$ cat src/common/eim_pkg.sv
// Constants and carrier types of the Ethernet interrupt enable mask block
// Summary of operation
// - A set enable bit passes its cause flag to the interrupt; a clear one blocks it.
// - Hardware reset clears every enable bit.
// - Bit 14 enables the bus retry interrupt.
// - Bit 13 enables the heartbeat missing interrupt.
// - Bit 12 enables the match table loaded interrupt.
// - Bit 11 enables the descriptor requested interrupt.
// - Bit 10 enables the packet received interrupt.
// - Bit 9 enables the transmit complete interrupt.
// - Bit 8 enables the transmit fault interrupt.
// - Bit 7 enables the timer wrap interrupt.
// - Bit 6 enables the receive descriptors empty interrupt.
// - Bit 5 enables the receive resources empty interrupt.
// - Bit 4 enables the receive area overflow interrupt.
// - Bit 3 enables the checksum tally wrap interrupt.
// - Bit 2 enables the alignment tally wrap interrupt.
// - Bit 1 enables the missed packet tally wrap interrupt.
// - Bit 0 enables the receive FIFO overrun interrupt.
// - Interrupt output is active when any cause flag and its enable are both set.
// - Writing one clears a cause flag; writing zero leaves it alone.
package eim_pkg;

    localparam int         REG_AW            = 6;
    localparam int         REG_DW            = 16;
    localparam logic [5:0] MASK_OFFSET       = 6'h04;
    localparam logic [5:0] CAUSE_OFFSET      = 6'h05;
    localparam logic [15:0] MASK_RESET       = 16'h0000;
    localparam logic [15:0] CAUSE_RESET      = 16'h0000;
    localparam logic [15:0] VALID_BITS       = 16'h7fff;
    localparam logic [15:0] UNMAPPED_READ    = 16'h0000;

    // Field positions, shared by mask and cause registers
    localparam int BIT_BUS_RETRY         = 14;
    localparam int BIT_HEARTBEAT_MISSING = 13;
    localparam int BIT_MATCH_TABLE       = 12;
    localparam int BIT_DESCRIPTOR_REQ    = 11;
    localparam int BIT_RX_PACKET         = 10;
    localparam int BIT_TX_COMPLETE       = 9;
    localparam int BIT_TX_FAULT          = 8;
    localparam int BIT_TIMER_WRAP        = 7;
    localparam int BIT_RX_DESC_EMPTY     = 6;
    localparam int BIT_RX_RES_EMPTY      = 5;
    localparam int BIT_RX_AREA_OVERFLOW  = 4;
    localparam int BIT_CHECKSUM_WRAP     = 3;
    localparam int BIT_ALIGNMENT_WRAP    = 2;
    localparam int BIT_MISSED_WRAP       = 1;
    localparam int BIT_RX_FIFO_OVERRUN   = 0;

    // One pulse per source, bit order matches the mask layout
    typedef struct packed {
        logic       reserved;
        logic       bus_retry;
        logic       heartbeat_missing;
        logic       match_table_loaded;
        logic       descriptor_request;
        logic       rx_packet;
        logic       tx_complete;
        logic       tx_fault;
        logic       timer_wrap;
        logic       rx_descriptors_empty;
        logic       rx_resources_empty;
        logic       rx_area_overflow;
        logic       checksum_tally_wrap;
        logic       alignment_tally_wrap;
        logic       missed_tally_wrap;
        logic       rx_fifo_overrun;
    } eim_events_t;

    // Register port request
    typedef struct packed {
        logic [5:0]  addr;
        logic [15:0] wdata;
        logic        wr;
        logic        rd;
    } eim_req_t;

    // Whole state of the block
    typedef struct packed {
        logic [15:0] mask;
        logic [15:0] cause;
        logic [15:0] rdata;
        logic        irq;
    } eim_state_t;

endpackage

$ cat src/design/eim_ctrl.sv
// Interrupt enable mask and cause flags of the Ethernet controller
`timescale 1ns/1ps
`default_nettype none
module eim_ctrl (
    // Clock and reset
    input  wire logic               sys_clk_i,
    input  wire logic               rst_i,
    // Register port
    input  wire eim_pkg::eim_req_t  req_i,
    output logic [15:0]             rdata_o,
    // Event pulses from the engines
    input  wire eim_pkg::eim_events_t events_i,
    // Enable outputs and interrupt
    output logic [15:0]             irq_enable_o,
    output logic                    irq_o
);

    eim_pkg::eim_state_t state_reg;
    eim_pkg::eim_state_t state_next;

    // Bit 15 never holds state; stops a careless write from enabling a phantom source
    function automatic logic [15:0] keep_valid(input logic [15:0] v);
        return v & eim_pkg::VALID_BITS;
    endfunction

    // One source through its own enable, shared by all fifteen sources
    function automatic logic gate_bit(
        input logic [15:0] flags,
        input logic [15:0] enables,
        input int          pos
    );
        return flags[pos] & enables[pos];
    endfunction

    // Next state: mask writes, set-wins cause flags, read mux, interrupt level
    always_comb begin
        logic [15:0] clr;
        logic [15:0] mask_n;
        logic [15:0] cause_n;
        logic [15:0] gated;
        clr        = 16'h0000;
        mask_n     = state_reg.mask;
        cause_n    = state_reg.cause;
        gated      = 16'h0000;
        state_next = state_reg;
        if (req_i.wr && req_i.addr == eim_pkg::MASK_OFFSET) begin
            mask_n = keep_valid(req_i.wdata);
        end
        if (req_i.wr && req_i.addr == eim_pkg::CAUSE_OFFSET) begin
            clr = req_i.wdata;
        end
        // An event in the clearing cycle survives
        cause_n = keep_valid((state_reg.cause & ~clr) | events_i);
        state_next.mask  = mask_n;
        state_next.cause = cause_n;
        // Each source gated by its own enable; gating the next values rather
        // than the registered ones lets a mask change act within one cycle
        gated[eim_pkg::BIT_BUS_RETRY] =
            gate_bit(cause_n, mask_n, eim_pkg::BIT_BUS_RETRY);
        gated[eim_pkg::BIT_HEARTBEAT_MISSING] =
            gate_bit(cause_n, mask_n, eim_pkg::BIT_HEARTBEAT_MISSING);
        gated[eim_pkg::BIT_MATCH_TABLE] =
            gate_bit(cause_n, mask_n, eim_pkg::BIT_MATCH_TABLE);
        gated[eim_pkg::BIT_DESCRIPTOR_REQ] =
            gate_bit(cause_n, mask_n, eim_pkg::BIT_DESCRIPTOR_REQ);
        gated[eim_pkg::BIT_RX_PACKET] =
            gate_bit(cause_n, mask_n, eim_pkg::BIT_RX_PACKET);
        gated[eim_pkg::BIT_TX_COMPLETE] =
            gate_bit(cause_n, mask_n, eim_pkg::BIT_TX_COMPLETE);
        gated[eim_pkg::BIT_TX_FAULT] =
            gate_bit(cause_n, mask_n, eim_pkg::BIT_TX_FAULT);
        gated[eim_pkg::BIT_TIMER_WRAP] =
            gate_bit(cause_n, mask_n, eim_pkg::BIT_TIMER_WRAP);
        gated[eim_pkg::BIT_RX_DESC_EMPTY] =
            gate_bit(cause_n, mask_n, eim_pkg::BIT_RX_DESC_EMPTY);
        gated[eim_pkg::BIT_RX_RES_EMPTY] =
            gate_bit(cause_n, mask_n, eim_pkg::BIT_RX_RES_EMPTY);
        gated[eim_pkg::BIT_RX_AREA_OVERFLOW] =
            gate_bit(cause_n, mask_n, eim_pkg::BIT_RX_AREA_OVERFLOW);
        gated[eim_pkg::BIT_CHECKSUM_WRAP] =
            gate_bit(cause_n, mask_n, eim_pkg::BIT_CHECKSUM_WRAP);
        gated[eim_pkg::BIT_ALIGNMENT_WRAP] =
            gate_bit(cause_n, mask_n, eim_pkg::BIT_ALIGNMENT_WRAP);
        gated[eim_pkg::BIT_MISSED_WRAP] =
            gate_bit(cause_n, mask_n, eim_pkg::BIT_MISSED_WRAP);
        gated[eim_pkg::BIT_RX_FIFO_OVERRUN] =
            gate_bit(cause_n, mask_n, eim_pkg::BIT_RX_FIFO_OVERRUN);
        // Any gated source raises the line
        state_next.irq = |gated;
        if (req_i.rd) begin
            case (req_i.addr)
                eim_pkg::MASK_OFFSET:  state_next.rdata = state_reg.mask;
                eim_pkg::CAUSE_OFFSET: state_next.rdata = state_reg.cause;
                default:               state_next.rdata = eim_pkg::UNMAPPED_READ;
            endcase
        end else begin
            state_next.rdata = eim_pkg::UNMAPPED_READ;
        end
    end

    // State register, cleared by hardware reset
    always_ff @(posedge sys_clk_i or posedge rst_i) begin
        if (rst_i) begin
            state_reg.mask  <= eim_pkg::MASK_RESET;
            state_reg.cause <= eim_pkg::CAUSE_RESET;
            state_reg.rdata <= eim_pkg::UNMAPPED_READ;
            state_reg.irq   <= 1'b0;
        end else begin
            state_reg <= state_next;
        end
    end

    assign rdata_o      = state_reg.rdata;
    assign irq_enable_o = state_reg.mask;
    assign irq_o        = state_reg.irq;
endmodule
`default_nettype wire

$ cat config.mk
export PLATFORM = sky130hd
export DESIGN_NAME = eim_ctrl
export DESIGN_NICKNAME = d
export VERILOG_FILES = /design/src/common/eim_pkg.sv /design/src/design/eim_ctrl.sv
export SDC_FILE = /design/constraint.sdc
export NUM_CORES = 1
export LEC_CHECK = 0
export BUFFER_PORTS_ARGS = -buffer_cell sky130_fd_sc_hd__buf_2
export CORE_MARGIN = 2
export CORE_UTILIZATION = 35
export CTS_CLUSTER_DIAMETER = 30
export DETAILED_ROUTE_END_ITERATION = 10
export PLACE_DENSITY_LB_ADDON = 0.15
export SYNTH_ARGS = -nofsm -noshare
export SYNTH_HDL_FRONTEND = slang
export SYNTH_SLANG_ARGS = --single-unit
$ cat constraint.sdc
create_clock -name sys_clk_i -period 2.6 [get_ports sys_clk_i]
set_input_delay 0.78 -clock sys_clk_i [delete_from_list [all_inputs] [get_ports sys_clk_i]]
set_output_delay 0.78 -clock sys_clk_i [all_outputs]
set_load 0.1 [all_outputs]
; Word level (Yosys, flattened, before mapping)
; Cells that the tools add are included.
[op_classes]
reduce_logical = 3
n_eq_ne = 2
bitwise_logic = 18
n_mux = 4
[ops]
columns = cell, count
row1 = 15-bit 2-to-1 mux, 2
row2 = 15-bit one-hot mux with 2 select lines, 1
row3 = 16-bit 2-to-1 mux, 1
row4 = 1-bit AND, 15
row5 = 15-bit AND, 1
row6 = 15-bit inverter, 1
row7 = 15-bit OR, 1
row8 = 15-bit OR reduction, 1
row9 = 6-bit by 3-bit == test with 1-bit output (second input constant), 2
row10 = 1-bit logical AND, 2
[totals]
input_bits = 42
out_inout_bits = 33
wordCells = 31
reg_bits = 47

; Depth between registers and ports, before layout
[logic_depth]
ltp_word = 8
ltp_mapped = 8

; Worst setup path after synthesis
; Ideal clock, no wire load.
[synth_timing]
path_type = input to register
start = input port req_i[23] (netlist bit)
end = register state_reg (netlist bit irq_o)
slack_ns = 0.171
t_required_ns = 2.469
n_path_buf = 0
cell_stages = 6
t_arrival_ns = 2.298
setup_time_ns = 0.131
path_cell_list = nor4b_4 -> nand3_4 -> mux2_4 -> a222oi_1 -> nand3_1 -> or3_1
[synth_lines]
columns = item, line_no
row1 = from (decl), eim_ctrl.sv:9  ; input wire eim_pkg::eim_req_t req_i,
row2 = to (signal assigned), eim_ctrl.sv:109  ; state_reg <= state_next;
row3 = to (decl), eim_ctrl.sv:18  ; eim_pkg::eim_state_t state_reg;

==> flow_summary.toml <==
[hold_path]
hold_class = "input port to async pin"

[clock_tree]
clk_pin_slew_ns = 0.08
cts-root-buf = "clkbuf_8"
post_cts_resized = 0
clk_latency_ns = 0.29
numCtsBuffers = 5
cts_tree = "yes"
cts_setup_buffers = 0
cts_num_sinks = 46
htree_levels = 2
postCtsHoldBufs = 0
clk_path_buf_depth = 2

[floorplan]
placementRows = 28
die_area_um2 = 6860
die_x_um = 82.8
die_h_um = 82.8
ios = 75
start_util = 0.365
core_area_um2 = 5960

[drt]
viasPerCell = 4.54
vias = 1412
drc = 0
drt_iter0_drc = 53
antenna_left = 0
wire_per_inst_um = 14.3
first_pass_iters = 4
drt_wl_total_mm = 4.45

[global_route]
grt_pass1_wl_mm = 7.31
grt.overflow.total = 0
antenna_found_initial = 0
gr-usage-all-layers = 0.136
grt_start_max_net_pins = 18
first_global_vias = 1456

[run]
cap_violations = 0

[logic_synthesis]
ys.warnings.count = 0
async_reset_ff_frac = 1.00
yosysMostFrequentCell = "dfrtp_1"
seq_area_frac_synth = 0.529
post-synth-top-area-cell = "dfrtp_1"
synth_ff_type = "dfrtp_1"
synth_top_area_frac = 0.529
synthTopCellsByArea = "dfrtp_1 (53%), buf_4 (11%), mux2_2 (7.2%), mux2i_1 (6.9%), nor2_1 (3.8%)"
synth.avg_cell_area_um2 = 11.6
synthesis.area_um2 = 2170
ys_ff_latch = 46
synth_edf_count = 0
synth.distinct_cells = 26
synthTopCellsByCount = "dfrtp_1 (46), buf_4 (32), nor2_1 (22)"
netlist_instances = 187

[placement]
place.gp.congestion = 0.708
place.detailed.hpwl_mm = 3.41
dpl-instance-area_um2 = 2430
numPortBuffers = 70

[critical_path]
crit_path_end_kind = "flop"
cp-start-kind = "input port"
required_ns = 2.77
crit_type = "input port to flop"
crit_arrival_ns = 2.55
crit_fanout = 12

[sta]
finalSetupViolCount = 0
slew_violations = 0
min_period_over_period = 0.917
fin_crit_ns = 2.38
tns_ns = 0
finalHoldViolCount = 0
max_clock_freq_ghz = 0.420
rsz0062_at_grt = "false"
finalClockSkew_ns = 0.00117

[layout]
syn_to_final_growth_pct = 15.4
antenna_cells = 0
drive_above_1_share = 0.475
design_area_um2 = 2510
nets = 279

[power_and_ir_drop]
power_mw = 1.68
peakVddDrop_mv = 0.385
powerDensity_nw_per_um2 = 667
power_leakage_nw = 1.29

[run_status]
status = "finished clean"
[worst max-delay path, cell delays in order]
cell and delay [ns]:
buf_2 0.11, nor4b_4 0.35, nand3_4 0.14, buf_4 0.23, mux2_2 0.29, o21ai_0 0.09, nand4_1 0.16, or3_1 0.40
[power by group]
| part | total [mW] | switching, mW | internal, mW |
|---|---|---|---|
| Combinational | 0.478 | 0.372 | 0.107 |
| Sequential | 0.774 | 0.0232 | 0.751 |
| Clock | 0.423 | 0.218 | 0.205 |
| Total | 1.68 | 0.613 | 1.06 |
[kinds of logic (layout without fill, tap and decap cells)]
kind of cell    Yosys count  after routing  synth area share
other cells               1              2           0.00172
mux                      30             30             0.148
compound gates           26             26            0.0783
simple gates             40             40             0.104
flops                    46             46             0.529
buf+inv                  44             92             0.139
[final timing paths]
check	endpoint	cells past startpoint	from	slack, ns
worst max-delay path	irq_o	8	req_i[23]	0.22
worst min-delay path	state_reg[25]	2	rst_i	0.45
worst max register to register	irq_o	4	irq_enable_o[6]	0.97
worst min register to register	rdata_o[13]	2	state_reg[30]	0.52
max in group asynchronous	irq_o	3	rst_i	1.62
min in group sys_clk_i	rdata_o[13]	2	state_reg[30]	0.52
[cells in the final DEF, fill, tap and decap left out, drive strengths merged]
| cell type | instances |
|---|---|
| mux2 | 15 |
| a21boi | 8 |
| nor2 | 22 |
| nand4 | 3 |
| nand3 | 2 |
| a22oi | 2 |
| clkbuf | 6 |
| or3 | 1 |
| a31oi | 6 |
| o21ai | 8 |
| or2 | 8 |
| conb | 2 |
| buf | 79 |
| and3 | 1 |
| mux2i | 15 |
| inv | 7 |
| a21o | 1 |
| a222oi | 1 |
| nor2b | 1 |
| dfrtp | 46 |
| nor4b | 1 |
| nand3b | 1 |
[through the flow]
stage	setup slack, ns	hold slack (ns)	instances	utilization
floorplan	0.171	0.468	188	-
global placement	-0.0983	0.503	305	0.408
detailed placement	-0.117	0.503	305	0.408
CTS	0.198	0.449	311	0.421
global route	0.0672	0.475	311	0.421
finish	0.217	0.446	311	0.421
[cell type report]
| type | instances | area, µm² |
|---|---|---|
| Clock buffer | 6 | 82.6 |
| Fill cell | 610 | 3450 |
| Multi-Input combinational cell | 98 | 726 |
| Sequential cell | 46 | 1150 |
| Tap cell | 75 | 93.8 |
| Timing Repair Buffer | 79 | 430 |
| Inverter | 7 | 26.3 |
[layer usage]
| layer | part of all wire | up-vias | GRT usage |
|---|---|---|---|
| met4 | 0.014 | 0 | 0.0537 |
| met1 | 0.44 | 661 | 0.175 |
| met5 | 0 | - | 0 |
| li1 | - | 701 | - |
| met3 | 0.056 | 7 | 0.0398 |
| met2 | 0.49 | 43 | 0.216 |
(Power assumes the default switching activity.)
